[config.mk]
export PLATFORM = sky130hd
export DESIGN_NAME = ltdc_top
export DESIGN_NICKNAME = d
export VERILOG_FILES = /design/src/ltdc_pkg.sv /design/src/ltdc_ctl_if.sv /design/src/ltdc_sds_flags.sv /design/src/ltdc_regs.sv /design/src/ltdc_top.sv
export SDC_FILE = /design/constraint.sdc
export NUM_CORES = 1
export LEC_CHECK = 0
export ABC_CLOCK_PERIOD_IN_PS = 1600
export BUFFER_PORTS_ARGS = -buffer_cell sky130_fd_sc_hd__buf_2
export CAP_MARGIN = 20
export CORE_UTILIZATION = 40
export DETAILED_ROUTE_END_ITERATION = 10
export PLACE_DENSITY = 0.65
export SYNTH_ARGS = -nofsm -noshare
export SYNTH_HDL_FRONTEND = slang
export SYNTH_HIERARCHICAL = 1
export SYNTH_SLANG_ARGS = --single-unit
[constraint.sdc]
create_clock -name pclk -period 1.6 [get_ports pclk]
set_input_delay 0.32 -clock pclk [delete_from_list [all_inputs] [get_ports pclk]]
set_output_delay 0.32 -clock pclk [all_outputs]
set_load 0.02 [all_outputs]
[src/ltdc_pkg.sv]
// constants and types for the link training debug controls
// Operation
// - set lane start-data-stream flag at 8G
// - flag stays set until one written
// - self-link bit makes training link itself
// - bypass treats all receivers present
// - inhibit treats all receivers absent
// - bypass wins over inhibit
// - both clear: use real detection result
// - force mid-rate emphasis except Polling.Compliance
// - level bit: zero -6dB, one -3.5dB
// - margin per protocol or forced value
// - slow scrambling off in Configuration.Complete
// - select bit chooses alignment hint source
// - exclusion bits drop states from low hint
// - cfg complete low only after rx criteria
// - rec rcvr cfg low only after rx criteria
package ltdc_pkg;
  localparam int LANES = 16;
  localparam logic [7:0] OFF_SELF_LINK = 8'hC0;
  localparam logic [7:0] OFF_RX_DET = 8'hC4;
  localparam logic [7:0] OFF_TX_FORCE = 8'hC8;
  localparam logic [7:0] OFF_SLOW_SCR = 8'hCC;
  localparam logic [7:0] OFF_FAST_SCR = 8'hD0;
  localparam logic [7:0] OFF_BALIGN = 8'hD4;
  localparam logic [7:0] OFF_SDS_FLAGS = 8'hD8;
  localparam int B_EN = 0;
  localparam int B_BYPASS = 0;
  localparam int B_INHIBIT = 16;
  localparam int B_EMPH_ON = 9;
  localparam int B_EMPH_LVL = 8;
  localparam int B_MARGIN_EN = 3;
  localparam int B_MARGIN_HI = 2;
  localparam int B_ALG_SEL = 31;
  localparam int B_EXCL_HI = 5;
  localparam logic [31:0] RST_VAL = 32'h0000_0000;
  localparam logic [1:0] RATE_2G5 = 2'h0;
  localparam logic [1:0] RATE_5G = 2'h1;
  localparam logic [1:0] RATE_8G = 2'h2;
  localparam logic [1:0] RATE_16G = 2'h3;
  // excluded-state index in the skip mask
  localparam int X_L0 = 0;
  localparam int X_REC_IDLE = 1;
  localparam int X_REC_RCVR_CFG = 2;
  localparam int X_CFG_IDLE = 3;
  localparam int X_CFG_COMPLETE = 4;
  localparam int X_LPBK_LEADER = 5;
  typedef enum logic [3:0] {
    LTDC_ST_DETECT, LTDC_ST_POLL_ACTIVE, LTDC_ST_POLL_COMPLIANCE, LTDC_ST_CFG_LINK,
    LTDC_ST_CFG_COMPLETE, LTDC_ST_CFG_IDLE, LTDC_ST_L0, LTDC_ST_TX_L0S,
    LTDC_ST_REC_LOCK, LTDC_ST_REC_RCVR_CFG, LTDC_ST_REC_IDLE, LTDC_ST_LPBK_LEADER,
    LTDC_ST_OTHER
  } ltdc_ltssm_t;
endpackage

[src/ltdc_ctl_if.sv]
// control bundle between register bank and phy-side logic
`timescale 1ns/1ps
interface ltdc_ctl_if;
  logic self_link;
  logic rxdet_bypass;
  logic rxdet_inhibit;
  logic emph_on;
  logic emph_level;
  logic margin_en;
  logic [2:0] margin_val;
  logic slow_scr_off;
  logic fast_scr_off;
  logic alg_sel;
  logic [5:0] skip_mask;
  modport regs (output self_link, rxdet_bypass, rxdet_inhibit, emph_on, emph_level,
    margin_en, margin_val, slow_scr_off, fast_scr_off, alg_sel, skip_mask);
  modport phy (input self_link, rxdet_bypass, rxdet_inhibit, emph_on, emph_level,
    margin_en, margin_val, slow_scr_off, fast_scr_off, alg_sel, skip_mask);
endinterface

[src/ltdc_sds_flags.sv]
// sticky per-lane start-of-data-stream flags
`timescale 1ns/1ps
module ltdc_sds_flags (
  input wire logic pclk,
  input wire logic presetn,
  input wire logic [ltdc_pkg::LANES-1:0] sds_seen,
  input wire logic [1:0] rate,
  input wire logic clr_stb,
  input wire logic [ltdc_pkg::LANES-1:0] clr_bits,
  output logic [ltdc_pkg::LANES-1:0] flags_r
);
  wire at_fast = (rate == ltdc_pkg::RATE_8G);
  genvar i;
  generate
    for (i = 0; i < ltdc_pkg::LANES; i++) begin : g_lane
      wire set_i = sds_seen[i] & at_fast;
      wire clr_i = clr_stb & clr_bits[i];
      always_ff @(posedge pclk or negedge presetn) begin
        if (!presetn) begin
          flags_r[i] <= 1'b0;
        end else if (set_i) begin
          flags_r[i] <= 1'b1;
        end else if (clr_i) begin
          flags_r[i] <= 1'b0;
        end
      end
    end
  endgenerate
endmodule

[src/ltdc_regs.sv]
// apb register bank for link training debug controls
`timescale 1ns/1ps
module ltdc_regs (
  input wire logic pclk,
  input wire logic presetn,
  input wire logic psel,
  input wire logic penable,
  input wire logic pwrite,
  input wire logic [7:0] paddr,
  input wire logic [31:0] pwdata,
  input wire logic [ltdc_pkg::LANES-1:0] sds_flags,
  output logic [31:0] prdata_r,
  output logic pslverr_r,
  output logic sds_clr_stb,
  ltdc_ctl_if.regs ctl
);
  logic self_r, byp_r, inh_r, emph_on_r, emph_lvl_r, marg_en_r, slow_r, fast_r, alg_r;
  logic [2:0] marg_val_r;
  logic [5:0] skip_r;
  wire setup = psel & ~penable;
  wire wr = setup & pwrite;
  wire hit_self = (paddr == ltdc_pkg::OFF_SELF_LINK);
  wire hit_rxd = (paddr == ltdc_pkg::OFF_RX_DET);
  wire hit_tx = (paddr == ltdc_pkg::OFF_TX_FORCE);
  wire hit_slow = (paddr == ltdc_pkg::OFF_SLOW_SCR);
  wire hit_fast = (paddr == ltdc_pkg::OFF_FAST_SCR);
  wire hit_bal = (paddr == ltdc_pkg::OFF_BALIGN);
  wire hit_sds = (paddr == ltdc_pkg::OFF_SDS_FLAGS);
  wire hit_any = hit_self | hit_rxd | hit_tx | hit_slow | hit_fast | hit_bal | hit_sds;
  logic [31:0] rd_mux;
  always_comb begin
    rd_mux = ltdc_pkg::RST_VAL;
    if (hit_self) begin
      rd_mux[ltdc_pkg::B_EN] = self_r;
    end else if (hit_rxd) begin
      rd_mux[ltdc_pkg::B_BYPASS] = byp_r;
      rd_mux[ltdc_pkg::B_INHIBIT] = inh_r;
    end else if (hit_tx) begin
      rd_mux[ltdc_pkg::B_EMPH_ON] = emph_on_r;
      rd_mux[ltdc_pkg::B_EMPH_LVL] = emph_lvl_r;
      rd_mux[ltdc_pkg::B_MARGIN_EN] = marg_en_r;
      rd_mux[ltdc_pkg::B_MARGIN_HI:0] = marg_val_r;
    end else if (hit_slow) begin
      rd_mux[ltdc_pkg::B_EN] = slow_r;
    end else if (hit_fast) begin
      rd_mux[ltdc_pkg::B_EN] = fast_r;
    end else if (hit_bal) begin
      rd_mux[ltdc_pkg::B_ALG_SEL] = alg_r;
      rd_mux[ltdc_pkg::B_EXCL_HI:0] = skip_r;
    end else if (hit_sds) begin
      rd_mux[ltdc_pkg::LANES-1:0] = sds_flags;
    end
  end
  assign sds_clr_stb = wr & hit_sds;
  always_ff @(posedge pclk or negedge presetn) begin
    if (!presetn) begin
      prdata_r <= ltdc_pkg::RST_VAL;
      pslverr_r <= 1'b0;
    end else if (setup) begin
      prdata_r <= pwrite ? ltdc_pkg::RST_VAL : rd_mux;
      pslverr_r <= ~hit_any;
    end else begin
      // error flag only in the access cycle
      pslverr_r <= 1'b0;
    end
  end
  always_ff @(posedge pclk or negedge presetn) begin
    if (!presetn) begin
      self_r <= 1'b0;
      byp_r <= 1'b0;
      inh_r <= 1'b0;
      emph_on_r <= 1'b0;
      emph_lvl_r <= 1'b0;
      marg_en_r <= 1'b0;
      marg_val_r <= 3'h0;
      slow_r <= 1'b0;
      fast_r <= 1'b0;
      alg_r <= 1'b0;
      skip_r <= 6'h00;
    end else if (wr) begin
      if (hit_self) self_r <= pwdata[ltdc_pkg::B_EN];
      if (hit_rxd) byp_r <= pwdata[ltdc_pkg::B_BYPASS];
      if (hit_rxd) inh_r <= pwdata[ltdc_pkg::B_INHIBIT];
      if (hit_tx) emph_on_r <= pwdata[ltdc_pkg::B_EMPH_ON];
      if (hit_tx) emph_lvl_r <= pwdata[ltdc_pkg::B_EMPH_LVL];
      if (hit_tx) marg_en_r <= pwdata[ltdc_pkg::B_MARGIN_EN];
      if (hit_tx) marg_val_r <= pwdata[ltdc_pkg::B_MARGIN_HI:0];
      if (hit_slow) slow_r <= pwdata[ltdc_pkg::B_EN];
      if (hit_fast) fast_r <= pwdata[ltdc_pkg::B_EN];
      if (hit_bal) alg_r <= pwdata[ltdc_pkg::B_ALG_SEL];
      if (hit_bal) skip_r <= pwdata[ltdc_pkg::B_EXCL_HI:0];
    end
  end
  assign ctl.self_link = self_r;
  assign ctl.rxdet_bypass = byp_r;
  assign ctl.rxdet_inhibit = inh_r;
  assign ctl.emph_on = emph_on_r;
  assign ctl.emph_level = emph_lvl_r;
  assign ctl.margin_en = marg_en_r;
  assign ctl.margin_val = marg_val_r;
  assign ctl.slow_scr_off = slow_r;
  assign ctl.fast_scr_off = fast_r;
  assign ctl.alg_sel = alg_r;
  assign ctl.skip_mask = skip_r;
endmodule

[src/ltdc_top.sv]
// link training debug controls: apb slave and phy-facing overrides
//
// The implementer's own choice: the APB slave port.
`timescale 1ns/1ps
module ltdc_top (
  input wire logic pclk,
  input wire logic presetn,
  input wire logic psel,
  input wire logic penable,
  input wire logic pwrite,
  input wire logic [7:0] paddr,
  input wire logic [31:0] pwdata,
  output logic [31:0] prdata,
  output logic pready,
  output logic pslverr,
  input wire logic [ltdc_pkg::LANES-1:0] sds_seen,
  input wire logic [1:0] link_rate,
  input wire logic mid_rate_capable,
  input wire logic [3:0] ltssm_state,
  input wire logic cfg_rx_exit_met,
  input wire logic rec_rx_exit_met,
  input wire logic [ltdc_pkg::LANES-1:0] rxdet_result,
  input wire logic proto_tx_deemph,
  input wire logic [2:0] proto_tx_margin,
  input wire logic rx_data_align_hint,
  output logic [ltdc_pkg::LANES-1:0] rx_present_r,
  output logic self_link_mode_r,
  output logic tx_deemph_r,
  output logic [2:0] tx_margin_r,
  output logic slow_scramble_off_r,
  output logic fast_scramble_off_r,
  output logic block_align_r
);
  ltdc_ctl_if ctl ();
  logic [ltdc_pkg::LANES-1:0] flags;
  logic clr_stb;
  logic [31:0] prdata_q;
  logic pslverr_q;
  ltdc_regs u_regs (
    .pclk(pclk),
    .presetn(presetn),
    .psel(psel),
    .penable(penable),
    .pwrite(pwrite),
    .paddr(paddr),
    .pwdata(pwdata),
    .sds_flags(flags),
    .prdata_r(prdata_q),
    .pslverr_r(pslverr_q),
    .sds_clr_stb(clr_stb),
    .ctl(ctl)
  );
  ltdc_sds_flags u_sds (
    .pclk(pclk),
    .presetn(presetn),
    .sds_seen(sds_seen),
    .rate(link_rate),
    .clr_stb(clr_stb),
    .clr_bits(pwdata[ltdc_pkg::LANES-1:0]),
    .flags_r(flags)
  );
  assign prdata = prdata_q;
  assign pslverr = pslverr_q;
  // no wait states: ready in the first access cycle
  always_ff @(posedge pclk or negedge presetn) begin
    if (!presetn) begin
      pready <= 1'b0;
    end else begin
      pready <= psel & ~penable;
    end
  end
  ltdc_pkg::ltdc_ltssm_t st;
  assign st = ltdc_pkg::ltdc_ltssm_t'(ltssm_state);
  logic [ltdc_pkg::LANES-1:0] present_nxt;
  assign present_nxt = ctl.rxdet_bypass ? {ltdc_pkg::LANES{1'b1}} :
    ctl.rxdet_inhibit ? {ltdc_pkg::LANES{1'b0}} : rxdet_result;
  wire force_emph = ctl.emph_on & mid_rate_capable & (link_rate == ltdc_pkg::RATE_5G)
    & (st != ltdc_pkg::LTDC_ST_POLL_COMPLIANCE);
  logic deemph_nxt;
  assign deemph_nxt = force_emph ? ctl.emph_level : proto_tx_deemph;
  logic [2:0] margin_nxt;
  assign margin_nxt = ctl.margin_en ? ctl.margin_val : proto_tx_margin;
  logic slow_nxt;
  assign slow_nxt = ctl.slow_scr_off & (st == ltdc_pkg::LTDC_ST_CFG_COMPLETE)
    & ((link_rate == ltdc_pkg::RATE_2G5) | (link_rate == ltdc_pkg::RATE_5G));
  wire fast_rate = (link_rate == ltdc_pkg::RATE_8G) | (link_rate == ltdc_pkg::RATE_16G);
  logic [5:0] low_st;
  always_comb begin
    low_st = 6'h00;
    case (st)
      ltdc_pkg::LTDC_ST_L0: low_st[ltdc_pkg::X_L0] = 1'b1;
      ltdc_pkg::LTDC_ST_TX_L0S: low_st[ltdc_pkg::X_L0] = 1'b1;
      ltdc_pkg::LTDC_ST_REC_IDLE: low_st[ltdc_pkg::X_REC_IDLE] = 1'b1;
      ltdc_pkg::LTDC_ST_REC_RCVR_CFG: low_st[ltdc_pkg::X_REC_RCVR_CFG] = rec_rx_exit_met;
      ltdc_pkg::LTDC_ST_CFG_IDLE: low_st[ltdc_pkg::X_CFG_IDLE] = 1'b1;
      ltdc_pkg::LTDC_ST_CFG_COMPLETE: low_st[ltdc_pkg::X_CFG_COMPLETE] = cfg_rx_exit_met;
      ltdc_pkg::LTDC_ST_LPBK_LEADER: low_st[ltdc_pkg::X_LPBK_LEADER] = 1'b1;
      default: low_st = 6'h00;
    endcase
  end
  wire drive_low = |(low_st & ~ctl.skip_mask);
  logic align_nxt;
  assign align_nxt = ctl.alg_sel ? ~drive_low : rx_data_align_hint;
  always_ff @(posedge pclk or negedge presetn) begin
    if (!presetn) begin
      rx_present_r <= {ltdc_pkg::LANES{1'b0}};
      self_link_mode_r <= 1'b0;
      tx_deemph_r <= 1'b0;
      tx_margin_r <= 3'h0;
      slow_scramble_off_r <= 1'b0;
      fast_scramble_off_r <= 1'b0;
      block_align_r <= 1'b0;
    end else begin
      rx_present_r <= present_nxt;
      self_link_mode_r <= ctl.self_link;
      tx_deemph_r <= deemph_nxt;
      tx_margin_r <= margin_nxt;
      slow_scramble_off_r <= slow_nxt;
      fast_scramble_off_r <= ctl.fast_scr_off & fast_rate;
      block_align_r <= align_nxt;
    end
  end
endmodule

==> impl_metrics.yaml <==
layout:
  fillCellCount: 781
  diodes: 0
  syn_to_final_growth_pct: 29.7
  drive_gt1_frac: 0.466
  utilization: 0.542
  nets: 513
  final-seq-area_um2: 1950
  multi_input_area_um2: 1370
critical_path:
  cp_top_family: "simple AND/OR/NAND/NOR gates"
  critPathLaunchType: "input pin"
  crit_slowest_cell: "or3_4"
  crit_chain: "buf_2, nand4b_4, or3_4, nor2b_2, buf_12, mux2_4"
  cp_slowest_stage_delay_ns: 0.40
  worstPathRequired_ns: 1.84
  worstSetupPathType: "input pin to flip-flop"
  endpoint_kind: "flip-flop"
  cp_max_fo: 7
  crit_buf_inv: 2
  arrival_ns: 1.64
drt:
  viasPerCell: 5.06
  wl_per_cell_um: 16.1
  drt_first_pass_iters: 4
  via_count: 2690
  initialDrtViolationCount: 86
  ant_nets: 0
  drc_errors: 0
  wirelength_um: 8570
synth:
  yosys.area.top_type_share: 0.560
  synth_area_leaders: "dfrtp_1 56%, a22o_1 6.0%, mux2_2 5.2%"
  synth_ff_type: "dfrtp_1"
  netlist.top_cell.by_area: "dfrtp_1"
  ys_seq_area_frac: 0.560
  netlist_area_um2: 3490
  postSynthAreaPerCell_um2: 12.6
  ys_types: 49
  synthCells: 276
  synth-edff-count: 0
  ys_ff_latch: 78
  netlist_top_cells_count: "78 x dfrtp_1, 27 x nand2_1, 24 x a22o_1"
  yosysMostFrequentCell: "dfrtp_1"
  ys_warn_count: 6
  ys_async_sr_fraction: 1.00
global_route:
  grt_pass1_vias: 2678
  grt_max_degree: 32
  grt_pass1_wl_um: 13100
  track_usage: 0.197
  overflow: 0
  antenna_found_initial: 0
cts:
  cts.sinks: 78
  post_cts_buffers: 0
  clockBufferDepth: 2
  clk_latency_ns: 0.35
  cts_tree: "yes"
  cts_inserted_buffers: 9
  cts_root_buffer: "clkbuf_8"
  htreeDepth: 3
  clk_pin_slew_ns: 0.09
timing:
  rsz0062_at_grt: "no"
  hold_slack_ns: 0.164
  fin_crit_sh: 0.875
  fin_crit_ns: 1.40
  fin_skew_ns: 0.00907
  setup_viol: 0
  fmax_mhz: 714
  worst_slew_pin_slew_ns: 0.510
  final_max_slew_viol_count: 0
  finalHoldViolations: 0
  slew_headroom: 0.659
pwr:
  power-per-cell-area_nw_per_um2: 845
  peakVddDrop_v: 0.000399
  power.total_mw: 3.82
  power.leakage_nw: 2.33
floorplan:
  fp.coreArea_um2: 8340
  die_h_um: 95.4
  ios: 149
  fp.dieArea_um2: 9090
  start_util: 0.418
  die_x_um: 95.4
  rows: 33
placed_design:
  portBuffers: 120
  gp_congestion: 0.846
  hpwl_um: 6580
run_status:
  status: "complete, no violations"
run:
  drv_cap: 0
worst_hold_path:
  hp-class: "input pin to flip-flop"
where the power goes:
group	internal (mW)	switching [mW]	total (mW)
registers	2.01	0.0156	2.03
logic	0.188	0.246	0.434
clock network	0.584	0.777	1.36
total	2.78	1.04	3.82
area by class of cell:
cell class,count,share of cell area
clock inverters,7,0.0127
repair buffers,149,0.193
multi-input cells,180,0.303
inverters,4,0.00332
flip-flops and latches,78,0.432
well taps,105,0.0291
clock buffers,9,0.0274
path summary, 6_finish.rpt:
kind                                                startpoint                             endpoint  slack, ns  cells after the start
setup / recovery                                      paddr[5]  u_regs/ctl.skip_mask[2]$_DFFE_PN0P_       0.20                      6
hold / removal                                 rxdet_result[9]            rx_present_r[9]$_DFF_PN0_       0.16                      2
setup reg to reg           u_regs/ctl.skip_mask[3]$_DFFE_PN0P_              block_align_r$_DFF_PN0_       0.21                      3
hold reg to reg               u_regs/ctl.self_link$_DFFE_PN0P_           self_link_mode_r$_DFF_PN0_       0.43                      0
max in group asynchronous                              presetn              block_align_r$_DFF_PN0_       0.57                      3
min in group asynchronous                              presetn         u_sds/flags_r[3]$_DFFE_PN0P_       0.43                      2
metal layers:
layer  global-route usage  vias to the layer above  share of wire
li1                     -                     1259              -
met1                0.260                     1321           0.43
met2                0.318                       98           0.49
met3               0.0431                       12          0.065
met4               0.0745                        0          0.017
met5                    0                        -              0
through the flow:
stage	cells	area, um2	TNS (ns)	setup WS (ns)
4_1_cts	532	4520	0	0.199
5_1_grt	532	4520	0	0.0895
3_5_place_dp	515	4330	-3.69	-0.148
2_1_floorplan	289	3550	-0.159	-0.0159
3_3_place_gp	515	4330	-3.24	-0.133
6_report	532	4520	0	0.200
cell usage in the layout, fill, tap and decap left out, types with 2 or more instances in the layout:
cell,instances
a21o_1,16
a221o_1,3
a22o_1,24
a22oi_1,5
buf_12,4
buf_2,119
buf_4,25
clkbuf_8,9
clkinvlp_4,2
conb_1,14
dfrtp_1,78
inv_1,4
inv_6,2
mux2_2,16
mux2_4,7
mux2i_1,4
nand2_1,27
nand2b_1,6
nand3_1,3
nand3b_1,3
nor2_1,8
nor2_2,2
nor2b_1,3
nor3_1,2
nor3b_1,2
nor4_1,2
nor4b_1,2
nor4b_4,2
o21ai_0,3
o21ai_1,4
or3_1,2
timing repair:
action	in CTS	in global routing
gates resized for setup	0	0
hold buffers	1	0
hold endpoints to repair	27	0
flip-flops by register name (all words and copies together) (netlist names), 3 cells and up:
signal / cells
u_regs/ctl.skip_mask: 6
u_regs/ctl.margin_val: 3
u_regs/prdata_r: 18
u_sds/flags_r: 16
rx_present_r: 16
tx_margin_r: 3
kinds of logic (layout without fill, tap and decap cells):
group / Yosys count / in the layout / share of synthesized area
flops: 78 / 78 / 0.560
simple gates: 78 / 78 / 0.145
compound gates: 61 / 61 / 0.139
buf+inv: 31 / 169 / 0.0617
mux: 27 / 27 / 0.0933
other cells: 1 / 14 / 0.00108
Note: power is estimated with default switching activity, not from simulation.
